[src/hdl/pnf_regs.vh]
/*
  register map, field positions, command codes and timing counts of the flash controller.
  assumes a 250 MHz clock and a 32-bit avalon-mm slave window with word addresses.
*/
`ifndef PNF_REGS_VH
`define PNF_REGS_VH
// ****************************************************************
// register word offsets
// ****************************************************************
`define PNF_REG_CTRL     3'h0
`define PNF_REG_ADDR     3'h1
`define PNF_REG_WDATA    3'h2
`define PNF_REG_STATUS   3'h3
`define PNF_REG_RDATA    3'h4
// ****************************************************************
// control fields
// ****************************************************************
`define PNF_CTRL_OP_LSB  0
`define PNF_CTRL_OP_MSB  3
`define PNF_CTRL_WORD    4
`define PNF_CTRL_PDOWN   5
`define PNF_CTRL_WPLOW   6
`define PNF_CTRL_RESET   0
// ****************************************************************
// operation codes written to the control register
// ****************************************************************
`define PNF_OP_NONE      4'h0
`define PNF_OP_READ      4'h1
`define PNF_OP_PROG      4'h2
`define PNF_OP_SECERASE  4'h3
`define PNF_OP_CHIPERASE 4'h4
`define PNF_OP_SUSPEND   4'h5
`define PNF_OP_RESUME    4'h6
`define PNF_OP_BYPENTER  4'h7
`define PNF_OP_BYPPROG   4'h8
`define PNF_OP_BYPEXIT   4'h9
`define PNF_OP_SECENTER  4'hA
`define PNF_OP_SECEXIT   4'hB
`define PNF_OP_RESET     4'hC
// ****************************************************************
// flash command bytes and unlock addresses
// ****************************************************************
`define PNF_UNLOCK_A1    20'h00555
`define PNF_UNLOCK_A2    20'h002AA
`define PNF_UNLOCK_D1    16'h00AA
`define PNF_UNLOCK_D2    16'h0055
`define PNF_CMD_PROG     16'h00A0
`define PNF_CMD_ERASE    16'h0080
`define PNF_CMD_SECTOR   16'h0030
`define PNF_CMD_CHIP     16'h0010
`define PNF_CMD_SUSPEND  16'h00B0
`define PNF_CMD_RESUME   16'h0030
`define PNF_CMD_BYPASS   16'h0020
`define PNF_CMD_BYPEXIT1 16'h0090
`define PNF_CMD_BYPEXIT2 16'h0000
`define PNF_CMD_SECENTER 16'h0088
`define PNF_CMD_SECEXIT1 16'h0090
`define PNF_CMD_SECEXIT2 16'h0000
`define PNF_CMD_RESET    16'h00F0
// ****************************************************************
// bus timing and status bits
// ****************************************************************
`define PNF_ACCESS_CYC   8'h0E // 55 ns at 4 ns a clock, rounded up
`define PNF_RESET_CYC    8'h7D // 500 ns pulse
`define PNF_STAT_DQ7     7
`define PNF_STAT_DQ6     6
`endif

[src/hdl/pnf_cmd_rom.v]
/*
  command sequence table: returns address and data of one bus write per step.
  assumes a registered lookup; read data appear one clock after the index.
*/
`timescale 1ns/1ps
`include "pnf_regs.vh"
module pnf_cmd_rom (
  // clock
  input  wire        clock,
  // lookup
  input  wire [3:0]  op,
  input  wire [2:0]  step,
  input  wire [19:0] userAddr,
  input  wire [15:0] userData,
  // result
  output reg  [19:0] cmdAddr,
  output reg  [15:0] cmdData,
  output reg  [2:0]  cmdCount
);
  // ****************************************************************
  // lookup
  // ****************************************************************
  reg [19:0] a;
  reg [15:0] d;
  reg [2:0]  n;
  always @* begin
    a = `PNF_UNLOCK_A1;
    d = `PNF_UNLOCK_D1;
    n = 3'h0;
    case (op)
      `PNF_OP_PROG: begin
        n = 3'h4;
        if (step == 3'h1) begin a = `PNF_UNLOCK_A2; d = `PNF_UNLOCK_D2; end
        if (step == 3'h2) d = `PNF_CMD_PROG;
        if (step == 3'h3) begin a = userAddr; d = userData; end
      end
      `PNF_OP_SECERASE, `PNF_OP_CHIPERASE: begin
        n = 3'h6;
        if (step == 3'h1 || step == 3'h4) begin a = `PNF_UNLOCK_A2; d = `PNF_UNLOCK_D2; end
        if (step == 3'h2) d = `PNF_CMD_ERASE;
        if (step == 3'h5) begin
          a = (op == `PNF_OP_SECERASE) ? userAddr : `PNF_UNLOCK_A1;
          d = (op == `PNF_OP_SECERASE) ? `PNF_CMD_SECTOR : `PNF_CMD_CHIP;
        end
      end
      `PNF_OP_BYPENTER, `PNF_OP_SECENTER: begin
        n = 3'h3;
        if (step == 3'h1) begin a = `PNF_UNLOCK_A2; d = `PNF_UNLOCK_D2; end
        if (step == 3'h2) d = (op == `PNF_OP_BYPENTER) ? `PNF_CMD_BYPASS : `PNF_CMD_SECENTER;
      end
      `PNF_OP_SECEXIT: begin
        n = 3'h4;
        if (step == 3'h1) begin a = `PNF_UNLOCK_A2; d = `PNF_UNLOCK_D2; end
        if (step == 3'h2) d = `PNF_CMD_SECEXIT1;
        if (step == 3'h3) d = `PNF_CMD_SECEXIT2;
      end
      `PNF_OP_BYPPROG: begin
        n = 3'h2;
        d = `PNF_CMD_PROG;
        if (step == 3'h1) begin a = userAddr; d = userData; end
      end
      `PNF_OP_BYPEXIT: begin
        n = 3'h2;
        d = (step == 3'h0) ? `PNF_CMD_BYPEXIT1 : `PNF_CMD_BYPEXIT2;
      end
      `PNF_OP_SUSPEND: begin n = 3'h1; a = userAddr; d = `PNF_CMD_SUSPEND; end
      `PNF_OP_RESUME:  begin n = 3'h1; a = userAddr; d = `PNF_CMD_RESUME; end
      `PNF_OP_RESET:   begin n = 3'h1; d = `PNF_CMD_RESET; end
      default: n = 3'h0;
    endcase
    cmdCount = n; // live: the first step sees the new op
  end
  always @(posedge clock) begin
    cmdAddr  <= a;
    cmdData  <= d;
  end
endmodule // pnf_cmd_rom

[src/hdl/pnf_bus_cycle.v]
/*
  one asynchronous flash bus cycle (read or write) built from clock counts.
  assumes the flash needs the access time for both strobe widths.
*/
`timescale 1ns/1ps
`include "pnf_regs.vh"
module pnf_bus_cycle (
  // clock and reset
  input  wire        clock,
  input  wire        rst,
  // request
  input  wire        start,
  input  wire        isWrite,
  input  wire        wordMode,
  input  wire [19:0] reqAddr,
  input  wire [15:0] reqData,
  output wire        done,
  output reg  [15:0] readData,
  // flash pins
  output reg  [19:0] flashAddr,
  output reg         flashCe_n,
  output reg         flashWe_n,
  output reg         flashOe_n,
  output reg  [15:0] flashDqOut,
  output reg         flashDqOe,
  input  wire [15:0] flashDqIn
);
  // ****************************************************************
  // strobe timing
  // ****************************************************************
  localparam [7:0] ACC = `PNF_ACCESS_CYC;
  reg [7:0] cnt;
  reg       busy;
  reg       wr;
  assign done = busy && (cnt == 8'h00);
  always @(posedge clock) begin
    if (rst) begin
      busy <= 1'b0; cnt <= 8'h00; wr <= 1'b0; flashAddr <= 20'h00000;
      flashCe_n <= 1'b1; flashWe_n <= 1'b1; flashOe_n <= 1'b1;
      flashDqOut <= 16'h0000; flashDqOe <= 1'b0; readData <= 16'h0000;
    end else if (start && !busy) begin
      busy <= 1'b1; cnt <= ACC; wr <= isWrite; flashAddr <= reqAddr;
      flashCe_n <= 1'b0;
      flashWe_n <= ~isWrite;
      flashOe_n <= isWrite;
      flashDqOe <= isWrite;
      flashDqOut <= wordMode ? reqData : {8'h00, reqData[7:0]};
    end else if (busy) begin
      if (cnt != 8'h00) begin
        cnt <= cnt - 8'h01;
        if (!wr && cnt == 8'h01)
          readData <= wordMode ? flashDqIn : {8'h00, flashDqIn[7:0]};
      end else begin
        busy <= 1'b0;
        flashCe_n <= 1'b1; flashWe_n <= 1'b1; flashOe_n <= 1'b1;
        flashDqOe <= 1'b0;
      end
    end
  end
endmodule // pnf_bus_cycle

[src/hdl/pnf_flash_ctrl.v]
/*
  host-side controller for a parallel nor flash: software orders operations over
  avalon-mm, the block issues command cycles and polls completion.
  assumes the flash pins are synchronous to clock and bus outputs are sampled by pads.
*/
`timescale 1ns/1ps
`include "pnf_regs.vh"
module pnf_flash_ctrl (
  // clock and reset
  input  wire        clock,
  input  wire        rst,
  // avalon-mm slave
  input  wire [2:0]  avsAddress,
  input  wire        avsRead,
  input  wire        avsWrite,
  input  wire [31:0] avsWritedata,
  output reg  [31:0] avsReaddata,
  output wire        avsWaitrequest,
  // flash pins
  output wire [19:0] flashAddr,
  output wire        flashCe_n,
  output wire        flashWe_n,
  output wire        flashOe_n,
  output wire [15:0] flashDqOut,
  output wire        flashDqOe,
  input  wire [15:0] flashDqIn,
  output reg         flashReset_n,
  output reg         flashWordMode,
  output reg         flashWp_n,
  input  wire        readyBusyOut
);
  // ****************************************************************
  // states
  // ****************************************************************
  localparam [5:0] S_IDLE  = 6'h01;
  localparam [5:0] S_LOOK  = 6'h02;
  localparam [5:0] S_CYC   = 6'h04;
  localparam [5:0] S_POLL  = 6'h08;
  localparam [5:0] S_CHECK = 6'h10;
  localparam [5:0] S_HWRST = 6'h20;
  localparam [7:0] RST_CYC = `PNF_RESET_CYC;

  reg  [5:0]  state;
  reg  [3:0]  op;
  reg  [2:0]  step;
  reg  [19:0] userAddr;
  reg  [15:0] userData;
  reg  [15:0] rdata;
  reg  [15:0] lastPoll;
  reg         havePoll;
  reg         bypass;
  reg         suspended;
  reg         secure;
  reg         failed;
  reg         powerDown;
  reg         rdAck;
  reg  [7:0]  rcnt;
  reg         cycStart;
  reg         cycWrite;
  wire        cycDone;
  wire [15:0] cycRead;
  wire [19:0] romAddr;
  wire [15:0] romData;
  wire [2:0]  romCount;
  wire        busy = (state != S_IDLE);
  wire        ctrlWr = avsWrite && (avsAddress == `PNF_REG_CTRL);
  wire        newOp = ctrlWr && !busy;

  // ****************************************************************
  // register access
  // ****************************************************************
  // control writes stall while busy; reads take one wait so data come from a flop
  assign avsWaitrequest = (ctrlWr && busy) || (avsRead && !rdAck);
  always @(posedge clock) begin
    if (rst) begin
      userAddr <= 20'h00000; userData <= 16'h0000; flashWordMode <= 1'b1;
      powerDown <= 1'b0; flashWp_n <= 1'b1; avsReaddata <= 32'h00000000; rdAck <= 1'b0;
    end else begin
      if (avsWrite && avsAddress == `PNF_REG_ADDR)  userAddr <= avsWritedata[19:0];
      if (avsWrite && avsAddress == `PNF_REG_WDATA) userData <= avsWritedata[15:0];
      if (newOp) begin
        flashWordMode <= avsWritedata[`PNF_CTRL_WORD];
        powerDown <= avsWritedata[`PNF_CTRL_PDOWN];
        flashWp_n <= ~avsWritedata[`PNF_CTRL_WPLOW];
      end
      rdAck <= avsRead && !rdAck;
      if (avsRead && !rdAck) begin
        case (avsAddress)
          `PNF_REG_CTRL:   avsReaddata <= {25'h0, ~flashWp_n, powerDown, flashWordMode, op};
          `PNF_REG_ADDR:   avsReaddata <= {12'h000, userAddr};
          `PNF_REG_WDATA:  avsReaddata <= {16'h0000, userData};
          `PNF_REG_STATUS: avsReaddata <= {26'h0, readyBusyOut, secure, suspended,
                                           bypass, failed, busy};
          `PNF_REG_RDATA:  avsReaddata <= {16'h0000, rdata};
          default:         avsReaddata <= 32'h00000000;
        endcase
      end
    end
  end

  // ****************************************************************
  // sequencer
  // ****************************************************************
  always @(posedge clock) begin
    if (rst) begin
      state <= S_IDLE; op <= `PNF_OP_NONE; step <= 3'h0; rdata <= 16'h0000;
      lastPoll <= 16'h0000; havePoll <= 1'b0; bypass <= 1'b0; suspended <= 1'b0;
      secure <= 1'b0; failed <= 1'b0; rcnt <= 8'h00; cycStart <= 1'b0;
      cycWrite <= 1'b0; flashReset_n <= 1'b1;
    end else begin
      cycStart <= 1'b0;
      case (state)
        S_IDLE: begin
          if (newOp) begin
            op <= avsWritedata[`PNF_CTRL_OP_MSB:`PNF_CTRL_OP_LSB];
            step <= 3'h0;
            failed <= 1'b0;
            if (avsWritedata[`PNF_CTRL_OP_MSB:`PNF_CTRL_OP_LSB] == `PNF_OP_RESET) begin
              flashReset_n <= 1'b0;
              rcnt <= RST_CYC - 8'h01;
              state <= S_HWRST;
            end else if (avsWritedata[`PNF_CTRL_OP_MSB:`PNF_CTRL_OP_LSB] == `PNF_OP_READ) begin
              cycWrite <= 1'b0;
              cycStart <= 1'b1;
              state <= S_CYC;
            end else if (avsWritedata[`PNF_CTRL_OP_MSB:`PNF_CTRL_OP_LSB] != `PNF_OP_NONE) begin
              state <= S_LOOK;
            end
          end
        end
        S_LOOK: begin
          if (romCount == 3'h0) begin
            state <= S_IDLE;
          end else begin
            cycWrite <= 1'b1;
            cycStart <= 1'b1;
            state <= S_CYC;
          end
        end
        S_CYC: begin
          if (cycDone) begin
            if (op == `PNF_OP_READ) begin
              rdata <= cycRead;
              state <= S_IDLE;
            end else if (step + 3'h1 < romCount) begin
              step <= step + 3'h1;
              state <= S_LOOK;
            end else begin
              case (op)
                `PNF_OP_BYPENTER: bypass <= 1'b1;
                `PNF_OP_BYPEXIT:  bypass <= 1'b0;
                `PNF_OP_SECENTER: secure <= 1'b1;
                `PNF_OP_SECEXIT:  secure <= 1'b0;
                `PNF_OP_SUSPEND:  suspended <= 1'b1;
                `PNF_OP_RESUME:   suspended <= 1'b0;
                default:          suspended <= suspended;
              endcase
              havePoll <= 1'b0;
              if (op == `PNF_OP_PROG || op == `PNF_OP_BYPPROG || op == `PNF_OP_SECERASE
                  || op == `PNF_OP_CHIPERASE || op == `PNF_OP_RESUME) begin
                state <= S_POLL;
              end else begin
                state <= S_IDLE;
              end
            end
          end
        end
        S_POLL: begin
          cycWrite <= 1'b0;
          cycStart <= 1'b1;
          state <= S_CHECK;
        end
        S_CHECK: begin
          if (cycDone) begin
            // two equal toggle reads with the ready pin high mean done
            if (havePoll && cycRead[`PNF_STAT_DQ6] == lastPoll[`PNF_STAT_DQ6]
                && readyBusyOut) begin
              rdata <= cycRead;
              // program into a protected sector stops toggling without data match
              if (op != `PNF_OP_SECERASE && op != `PNF_OP_CHIPERASE && op != `PNF_OP_RESUME
                  && cycRead[`PNF_STAT_DQ7] != userData[`PNF_STAT_DQ7])
                failed <= 1'b1;
              state <= S_IDLE;
            end else begin
              lastPoll <= cycRead;
              havePoll <= 1'b1;
              state <= S_POLL;
            end
          end
        end
        S_HWRST: begin
          if (rcnt != 8'h00) begin
            rcnt <= rcnt - 8'h01;
          end else begin
            flashReset_n <= 1'b1;
            bypass <= 1'b0; suspended <= 1'b0; secure <= 1'b0;
            state <= S_IDLE;
          end
        end
        default: state <= S_IDLE;
      endcase
    end
  end

  // ****************************************************************
  // leaves
  // ****************************************************************
  pnf_cmd_rom uRom (
    .clock    (clock),
    .op       (op),
    .step     (step),
    .userAddr (userAddr),
    .userData (userData),
    .cmdAddr  (romAddr),
    .cmdData  (romData),
    .cmdCount (romCount)
  );

  pnf_bus_cycle uCyc (
    .clock      (clock),
    .rst        (rst),
    .start      (cycStart),
    .isWrite    (cycWrite),
    .wordMode   (flashWordMode),
    .reqAddr    ((state == S_CYC && op != `PNF_OP_READ) ? romAddr : userAddr),
    .reqData    (romData),
    .done       (cycDone),
    .readData   (cycRead),
    .flashAddr  (flashAddr),
    .flashCe_n  (flashCe_n),
    .flashWe_n  (flashWe_n),
    .flashOe_n  (flashOe_n),
    .flashDqOut (flashDqOut),
    .flashDqOe  (flashDqOe),
    .flashDqIn  (flashDqIn)
  );
endmodule // pnf_flash_ctrl

[config.mk]
export PLATFORM = sky130hd
export DESIGN_NAME = pnf_flash_ctrl
export DESIGN_NICKNAME = d
export VERILOG_FILES = /design/src/hdl/pnf_cmd_rom.v /design/src/hdl/pnf_bus_cycle.v /design/src/hdl/pnf_flash_ctrl.v
export VERILOG_INCLUDE_DIRS = /design/src /design/src/hdl
export SDC_FILE = /design/constraint.sdc
export NUM_CORES = 1
export LEC_CHECK = 0
export ABC_AREA = 1
export BUFFER_PORTS_ARGS = -buffer_cell sky130_fd_sc_hd__buf_2
export CAP_MARGIN = 5
export CORE_ASPECT_RATIO = 1.5
export CORE_MARGIN = 1
export CORE_UTILIZATION = 39
export CTS_BUF_LIST = sky130_fd_sc_hd__clkbuf_16
export CTS_CLUSTER_DIAMETER = 50
export DETAILED_ROUTE_END_ITERATION = 10
export GPL_TIMING_DRIVEN = 0
export HOLD_SLACK_MARGIN = 0.15
export MAX_ROUTING_LAYER = met4
export PLACE_DENSITY_LB_ADDON = 0.08
export SYNTH_ARGS = -nofsm -noshare
export SYNTH_HDL_FRONTEND = slang
export SYNTH_HIERARCHICAL = 1
export SYNTH_SLANG_ARGS = --single-unit
[constraint.sdc]
create_clock -name clock -period 6.15 [get_ports clock]
set_clock_uncertainty 0.1 [all_clocks]
set_input_delay 0.615 -clock clock [delete_from_list [all_inputs] [get_ports clock]]
set_output_delay 0.615 -clock clock [all_outputs]
set_load 0.005 [all_outputs]
Word-level counts from Yosys, hierarchy flattened:

Index checks and enable logic that the tools add are counted.

* add/subtract/negate cells: 3
* order comparisons: 1
* equality and inequality tests: 58
* muxes and demuxes: 108
* bitwise logic cells: 5
* reduce and logical (&&, ||, !) cells: 65

Operators by type and width (count)
* case mux 20 bit (5 select lines): 2
* two-way mux 16 bit: 10
* case mux 16 bit (9 select lines): 1
* two-way mux 20 bit: 5
* two-way mux 8 bit: 11
* two-way mux 6 bit: 8
* two-way mux 1 bit: 41
* case mux 6 bit (6 select lines): 1
* != test 2 bit (second input constant): 16
* case mux 16 bit (2 select lines): 1
* two-way mux 4 bit: 7
* AND reduction 5 bit: 5
* equality test 4 bit (second input constant): 6
* AND reduction 6 bit: 4
* two-way mux 11 bit: 2
* case mux 1 bit (2 select lines): 9
* equality test 4 x 3 -> 1 bit (second input constant): 4
* case mux 8 bit (2 select lines): 1
* nonzero test 8 bit: 2
* subtractor 8 x 1 -> 8 bit (second input constant): 2
* logical AND 1 bit: 15
* two-way mux 3 bit: 5
* case mux 3 bit (5 select lines): 1
* nonzero test 2 bit: 7
* 38 further kinds: 74

* bits in registers: 226
* input bits: 56
* logic and storage cells: 274

Longest topological paths before layout:

Gate-level depths: netlist of run 1.

* depth after elaboration: 10
* mapped depth: 18

Modules after synthesis:

Netlist of run 1, hierarchy kept.

Modules (own cells, without submodules)
* pnf_flash_ctrl: times used 1, cells an instance 787, area an instance 5462.7 µm²
* pnf_bus_cycle: times used 1, cells an instance 374, area an instance 2697.6 µm²
* pnf_cmd_rom: times used 1, cells an instance 329, area an instance 2089.5 µm²

Least setup slack after synthesis of run 1:

OpenSTA, ideal clock, no wires.

* path kind: flip-flop to flip-flop
* start point: reg op[3]
* end point: reg step[1]
* setup time: 113 ps
* data arrival time: 2224 ps
* path slack: 3713 ps
* cell stages (with the launch flop): 17
* buffers on the path: 1
* cell sequence: dfxtp_1 -> nor2_2 -> nand2_2 -> nand2_1 -> buf_4 -> a21oi_1 -> nand2_1 -> inv_1 -> ha_1 -> nand2_1 -> inv_1 -> a21oi_1 -> nand2_1 -> a21boi_4 -> nand2_1 -> nand2_1 -> nor2_1

* word-level cells in the longest chain between the ends: 6
* elaborated cells on any way between the ends: 22
* those cells by class: order compare: 1; eq/ne: 14; mux: 1; reduce/logical: 6

RTL lines
* start: declaration: RTL line pnf_flash_ctrl.v:44 `reg [3:0] op;`
* start signal: assignment: RTL line pnf_flash_ctrl.v:115 `` op <= avsWritedata[`PNF_CTRL_OP_MSB:`PNF_CTRL_OP_LSB]; ``
* equality test 4 x 3 -> 1 bit, or another cell as far along: RTL line pnf_cmd_rom.v:30 `case (op)`
* OR reduction 3 bit (no source line), or another cell as far along
* case mux 3 bit (5 select lines) (*): RTL line pnf_cmd_rom.v:30
* named net romCount[1]: RTL line pnf_flash_ctrl.v:64 `wire [2:0] romCount;`
* < comparator 3 bit (*): RTL line pnf_flash_ctrl.v:145 `end else if (step + 3'h1 < romCount) begin`
* != test 2 bit (no source line) (*)
* AND reduction 5 bit (no source line) (*)
* end signal: assignment: RTL line pnf_flash_ctrl.v:146 `step <= step + 3'h1;`
* end: declaration: RTL line pnf_flash_ctrl.v:45 `reg [2:0] step;`

Mark *: on every way through the listed nets, which the timed path passes. The rest lies on a longest branch.
A chain may end at the register's enable or synchronous reset.

Worst setup path after layout of run 1:

* start point: reg op[1]
* end point: reg step[0]

The elaborated chain is that of the path after synthesis.

==> results of run 1 <==
[power groups by stage]
| stage | registers [mW] | clock network (mW) | logic, mW |
|---|---|---|---|
| 6_report | 1.47 | 1.38 | 0.679 |
| 5_1_grt | 1.48 | 1.46 | 0.765 |
| 4_1_cts | 1.47 | 1.41 | 0.684 |
| 3_5_place_dp | 1.50 | 0 | 0.681 |
| 3_3_place_gp | 1.50 | 0 | 0.675 |
| 2_1_floorplan | 1.49 | 0 | 0.506 |
[cell usage after synthesis, types with 2 or more instances]
cell | count | area share (%)
o21ai_0 | 135 | 6.6
o22ai_1 | 5 | 0.31
nand4_1 | 21 | 1.3
a21oi_1 | 89 | 4.3
or2_2 | 2 | 0.12
a21oi_4 | 2 | 0.32
nor2_1 | 227 | 8.3
nor2_4 | 9 | 0.99
xor2_1 | 4 | 0.34
clkbuf_1 | 22 | 0.81
a21oi_2 | 5 | 0.43
buf_4 | 16 | 1.2
o211ai_1 | 9 | 0.66
clkinv_1 | 2 | 0.073
buf_6 | 6 | 0.66
nand2_4 | 9 | 0.99
o21ai_1 | 11 | 0.54
o221ai_1 | 2 | 0.17
nand2_2 | 19 | 1.2
buf_2 | 20 | 0.98
nand3_2 | 4 | 0.39
nor2_8 | 5 | 0.98
nand2_1 | 356 | 13
nand3b_1 | 4 | 0.29
dfxtp_1 | 208 | 41
nand3_1 | 96 | 4.7
nor3_1 | 8 | 0.39
inv_2 | 19 | 0.70
inv_1 | 127 | 4.7
ha_1 | 8 | 0.98
o21ai_2 | 10 | 0.85
nor2_2 | 17 | 1.0
[metrics by stage]
stage	util (%)	instance area, um2	hold slack (ns)	setup slack, ns	total power, mW
2_1_floorplan	-	10300	0.308	3.71	1.99
3_3_place_gp	43.6	11200	0.323	3.23	2.18
3_5_place_dp	43.6	11200	0.320	3.19	2.18
4_1_cts	46.5	12000	0.170	3.18	3.57
5_1_grt	46.5	12000	0.199	2.92	3.71
6_report	46.5	12000	0.185	3.14	3.53
[flip-flops by register name, summed over array words and instances (netlist names), 16 cells and up]
register         cells
uRom/cmdData        16
uRom/cmdAddr        20
uCyc/flashDqOut     16
avsReaddata         20
uCyc/flashAddr      20
uCyc/readData       16
userAddr            20
rdata               16
userData            16
[how the worst max path moves through the flow]
| stage | slack, ns | cells after the start | end |
|---|---|---|---|
| floorplan | 3.71 | 16 | step[1]$_SDFFE_PP0P_ |
| global placement | 3.23 | 17 | step[2]$_SDFFE_PP0P_ |
| detailed placement | 3.19 | 17 | step[0]$_SDFFE_PP0P_ |
| CTS | 3.18 | 15 | step[0]$_SDFFE_PP0P_ |
| global route | 2.92 | 17 | step[0]$_SDFFE_PP0P_ |
| finish | 3.14 | 17 | step[0]$_SDFFE_PP0P_ |
[placed cells by master, fill, tap and decap left out, types with 2 or more instances in the layout]
| master | instances |
|---|---|
| nor2_1 | 227 |
| buf_6 | 6 |
| or2_2 | 2 |
| nor3_1 | 8 |
| clkinv_1 | 6 |
| nand2_2 | 19 |
| a21oi_4 | 2 |
| ha_1 | 8 |
| clkinvlp_4 | 2 |
| inv_2 | 19 |
| nand3b_1 | 4 |
| nor2_4 | 9 |
| nand3_2 | 4 |
| o221ai_1 | 2 |
| a21oi_2 | 5 |
| inv_6 | 2 |
| a21oi_1 | 89 |
| nor2_8 | 5 |
| o22ai_1 | 5 |
| nand2_4 | 9 |
| nor2_2 | 17 |
| nand2_1 | 356 |
| o21ai_1 | 11 |
| nand4_1 | 21 |
| nand3_1 | 96 |
| conb_1 | 12 |
| buf_2 | 126 |
| buf_4 | 16 |
| o211ai_1 | 9 |
| bufinv_16 | 3 |
| dfxtp_1 | 208 |
| clkinv_2 | 3 |
| inv_1 | 132 |
| xor2_1 | 4 |
| clkbuf_16 | 23 |
| o21ai_2 | 10 |
| clkbuf_1 | 22 |
| o21ai_0 | 135 |
[kinds of logic (layout without fill, tap and decap cells)]
kind of cell,Yosys count,count (layout),synth area share [%]
AO/OA/AOI/OAI,274,274,14.8
XOR/XNOR,5,5,0.427
adder cells (fa/ha/maj),8,8,0.977
buffers and inverters,215,363,9.28
flip-flops,208,208,40.6
other,1,12,0.0366
AND/OR/NAND/NOR,779,779,33.8
[routing by layer]
metal  vias up  share of wire (%)  GRT usage (%)
met2       242                 49           42.9
li1       5051                  -              -
met4         0                5.2           12.2
met1      4430                 41           28.0
met5         -                  0              -
met3        70                4.2           2.63
[layout make-up]
type                       instances  area [um2]  share of cell area [%]
multi-input combinational       1078        5180                    43.2
sequential                       208        4160                    34.7
clock buffer                      23         576                    4.80
inverter                         149         562                    4.69
timing repair buffer             106         531                    4.43
tap                              333         417                    3.48
buffer                            66         389                    3.25
clock inverter                    19         171                    1.43
==> impl_metrics.py, run 1 <==
metrics = {
    "detailed_routing": {
        "wire_per_inst_um": 16.1,
        "num_vias": 9793,
        "drcViolationCount": 0,
        "viasPerCell": 4.94,
        "wl_um": 32000,
        "drt-initial-drc-count": 526,
        "drtAntennaViolNets": 0,
        "dr.pass1.iters": 5,
    },
    "final_layout": {
        "diodes": 0,
        "fin_nets": 1696,
        "drive_gt1_share_pct": 17.4,
        "area_growth_pct": 16.9,
        "fillers": 2845,
        "final_cells": 1982,
    },
    "clock_network": {
        "clock-sinks": 208,
        "cts_buffers": 23,
        "cts_buffer_depth": 3,
        "clkSlewWorstSetupHoldPaths_ns": 0.07,
        "cts_tree": "yes",
        "clockRootBuffer": "clkbuf_16",
        "postCtsSetupBuffers": 0,
        "insertion_delay_ns": 0.53,
        "ctsResizeCount": 0,
        "cts.hold.buffers_added": 0,
        "h-tree-depth": 1,
    },
    "setup_path": {
        "crit_required_ns": 6.46,
        "path_cells": "nand2_1, inv_2, nand2_2, nand2_1, buf_4, a21oi_1, nand2_1, inv_1, ha_1, nand2_1, inv_1, a21oi_1, nand2_1, a21boi_4, nand2_1, nand2_1, nor2_1",
        "critPathMaxFanout": 10,
        "cp.arrival_ns": 3.32,
        "critical_path.most_common_cell": "nand2_1",
        "cp-startpoint": "op[1]$_SDFFE_PP0P_",
        "worstReg2RegEnd": "step[0]$_SDFFE_PP0P_",
        "worst-path-buf-inv": 4,
        "reg2reg_slack_ns": 3.14,
        "rr_startpoint": "op[1]$_SDFFE_PP0P_",
        "critPathMaxStageDelay_ns": 0.53,
        "worstSetupPathType": "reg2reg",
        "critPathTopFamily": "simple AND/OR/NAND/NOR gates",
        "endpoint_kind": "register",
        "cp_slowest_cell": "dfxtp_1",
        "critPathLaunchType": "register",
        "reg2reg_depth": 17,
    },
    "sta": {
        "fin_tns_setup_ns": 0,
        "setup_viol_count_final": 0,
        "hold_viol": 0,
        "fin_crit_ns": 3.01,
        "post-route-period-util_pct": 48.9,
        "fmax_mhz": 333,
        "maxSlewHeadroom_pct": 56.8,
        "rsz0062_at_grt": "no",
        "drv_slew": 0,
        "worstMarginPinSlew_ns": 0.648,
    },
    "global_route": {
        "gr-usage-all-layers_pct": 24.7,
        "grt_overflow": 0,
        "grt_pass1_vias": 9375,
        "grt_max_degree": 14,
        "antenna_found_initial": 0,
        "grt_pass1_wl_um": 50600,
    },
    "logic_synthesis": {
        "netlist_instances": 1490,
        "synth_edf_count": 0,
        "synth_area_per_cell_um2": 6.88,
        "mappedNetlistArea_um2": 10200,
        "synth_warnings": 6,
        "yosysUniqueCellTypes": 45,
        "ys.flop_type": "dfxtp_1",
        "synth_seq_cells": 208,
        "yosysSeqAreaShare_pct": 40.6,
        "async_flop_share_pct": 0,
    },
    "floorplanning": {
        "io_pins": 132,
        "fp-row-count": 72,
        "coreArea_um2": 25800,
        "start_util_pct": 39.8,
        "die_y_um": 201,
        "die_w_um": 134,
        "die_area_um2": 26900,
    },
    "power": {
        "switching_share_pct": 30.6,
        "powerDensity_nw_per_um2": 294,
        "power_frac_comb_pct": 19.2,
        "leakage_nw": 5.42,
        "seqPwrFrac_pct": 41.8,
        "ir_drop_mv": 0.283,
        "intPower_mw": 2.45,
        "p_switching_mw": 1.08,
        "power_frac_clock_pct": 39.0,
    },
    "hold_path": {
        "hp-class": "in2reg",
        "holdPathEnd": "flashWp_n$_SDFFE_PP1N_",
        "hp-start": "avsWritedata[6]",
        "min_path_cells": 2,
    },
    "placement": {
        "place.gp.congestion": 0.960,
        "hpwl_um": 25400,
        "dpl.cell_count": 1940,
        "io_buffers": 106,
    },
    "flow_run": {
        "cap_violations": 0,
    },
    "outcome": {
        "status": "completed",
    },
}
Note: power is estimated with default switching activity, not from simulation.
==> run 2, diff against run 1 <==
==> constraint.sdc (replaced) <==
create_clock -name clock -period 2.8 [get_ports clock]
set_clock_uncertainty 0.1 [all_clocks]
set_input_delay 0.28 -clock clock [delete_from_list [all_inputs] [get_ports clock]]
set_output_delay 0.28 -clock clock [all_outputs]
set_load 0.005 [all_outputs]
==> impl_metrics.py, run 2 (synthesis results as in run 1) <==
metrics = {
    "global_route": {
        "grt_pass1_vias": 9574,
        "antenna_found_initial": 0,
        "grt_pass1_wl_um": 51400,
        "grt_max_degree": 14,
        "grt_overflow": 0,
        "gr-usage-all-layers_pct": 25.1,
    },
    "setup_path": {
        "critPathMaxFanout": 10,
        "path_cells": "nand2_1, inv_2, nand2_2, nand2_2, buf_6, a21oi_1, nand2_1, inv_1, ha_1, nand2_1, inv_1, a21oi_4, nand2_1, a21boi_4, nand2_1, nand2_1, nor2_1",
        "critPathMaxStageDelay_ns": 0.41,
        "endpoint_kind": "register",
        "reg2reg_depth": 17,
        "cp_slowest_cell": "dfxtp_4",
        "cp.arrival_ns": 3.00,
        "critical_path.most_common_cell": "nand2_1",
        "worstSetupPathType": "reg2reg",
        "crit_required_ns": 3.11,
        "critPathLaunchType": "register",
    },
    "final_layout": {
        "diodes": 0,
        "fin_nets": 1736,
        "utilization_pct": 48.2,
        "final_cell_mix": "nand2_1 (355), nor2_1 (225), dfxtp_1 (204)",
        "layout_commonest_cell": "nand2_1",
        "area_growth_pct": 21.2,
        "drive_gt1_share_pct": 17.5,
        "final_cells": 2022,
    },
    "power": {
        "ir_drop_mv": 0.623,
        "seqPwrFrac_pct": 41.4,
        "powerDensity_nw_per_um2": 630,
        "p_switching_mw": 2.40,
        "intPower_mw": 5.43,
        "leakage_nw": 5.59,
        "power_frac_clock_pct": 38.8,
        "power_frac_comb_pct": 19.8,
        "switching_share_pct": 30.6,
    },
    "sta": {
        "drv_slew": 0,
        "worstMarginPinSlew_ns": 0.664,
        "setup_viol_count_final": 0,
        "fmax_mhz": 372,
        "hold_viol": 0,
        "post-route-period-util_pct": 96.0,
        "setup_ws_ns": 0.113,
        "maxSlewHeadroom_pct": 55.7,
        "fin_crit_ns": 2.69,
    },
    "outcome": {
        "status": "completed",
    },
    "placement": {
        "io_buffers": 106,
        "dpl.cell_count": 1940,
        "place.gp.congestion": 0.960,
        "post-place-ws_ns": -0.160,
        "hpwl_um": 25400,
    },
    "hold_path": {
        "min_path_cells": 5,
        "hp-class": "in2reg",
    },
    "clock_network": {
        "clkSlewWorstSetupHoldPaths_ns": 0.06,
        "clock-sinks": 208,
        "postCtsSetupBuffers": 0,
        "insertion_delay_ns": 0.53,
        "clockRootBuffer": "clkbuf_16",
        "h-tree-depth": 1,
        "cts_buffers": 23,
        "cts_buffer_depth": 3,
        "cts_tree": "yes",
    },
    "floorplanning": {
        "die_y_um": 201,
        "coreArea_um2": 25800,
        "die_area_um2": 26900,
        "start_util_pct": 39.8,
        "die_w_um": 134,
        "fp-row-count": 72,
        "io_pins": 132,
    },
    "detailed_routing": {
        "drt-initial-drc-count": 612,
        "dr.pass1.iters": 5,
        "drcViolationCount": 0,
        "wire_per_inst_um": 16.1,
        "wl_um": 32600,
        "viasPerCell": 4.96,
        "drtAntennaViolNets": 0,
        "num_vias": 10000,
    },
    "flow_run": {
        "cap_violations": 0,
    },
}
[run 2: metrics by stage]
stage / area [um2] / TNS [ns] / hold slack [ns] / total power, mW
3_5_place_dp: 11200 / -0.636 / 0.320 / 4.80
3_3_place_gp: 11200 / -0.364 / 0.323 / 4.78
2_1_floorplan: 10300 / 0 / 0.280 / 4.38
5_1_grt: 12400 / -0.0172 / 0.207 / 8.22
4_1_cts: 12400 / 0 / 0.159 / 7.89
6_report: 12400 / 0 / 0.172 / 7.82
[run 2: cell type report]
| class | instances | area [um2] |
|---|---|---|
| plain buffers | 66 | 393 |
| multi-input cells | 1078 | 5190 |
| fillers | 2812 | 13300 |
| flip-flops and latches | 208 | 4180 |
| well taps | 333 | 417 |
| clock buffers | 23 | 576 |
| inverters | 149 | 562 |
| clock inverters | 19 | 171 |
| repair buffers | 146 | 931 |
[run 2: power groups by stage]
| stage | registers, mW | clock network, mW | logic, mW |
|---|---|---|---|
| floorplan | 3.26 | 0 | 1.11 |
| global placement | 3.30 | 0 | 1.48 |
| detailed placement | 3.30 | 0 | 1.50 |
| CTS | 3.24 | 3.10 | 1.55 |
| global route | 3.26 | 3.22 | 1.74 |
| finish | 3.24 | 3.04 | 1.55 |
[run 2: worst paths after layout]
| kind | slack (ns) | start | end |
|---|---|---|---|
| setup / recovery | 0.11 | op[1]$_SDFFE_PP0P_ | step[0]$_SDFFE_PP0P_ |
| hold / removal | 0.17 | avsRead | avsReaddata[3]$_SDFFE_PP0P_ |
| setup reg to reg | 0.11 | op[1]$_SDFFE_PP0P_ | step[0]$_SDFFE_PP0P_ |
| hold reg to reg | 0.33 | userData[12]$_SDFFE_PP0P_ | uRom/cmdData[12]$_DFF_P_ |
[run 2: worst max-delay path: cells and delay by family (launching register included)]
kind            cells  cell delay (ns)
buf+inv             4             0.38
fa+ha+maj           1             0.28
simple gates        9             0.91
compound gates      3             0.50
flops               1             0.41
[run 2: metal layers]
metal / share of wire [%] / up-vias / global-route usage (%)
li1: - / 5135 / -
met1: 41 / 4559 / 28.3
met2: 50 / 253 / 43.8
met3: 4.2 / 81 / 2.60
met4: 5.1 / 0 / 12.5
met5: 0 / - / -
[run 2: timing repair]
item,CTS,global route
endpoints found under the hold margin,65,0
pin swaps,0,1
setup endpoints to repair,8,9
gates resized for setup,5,8
hold buffers,40,0
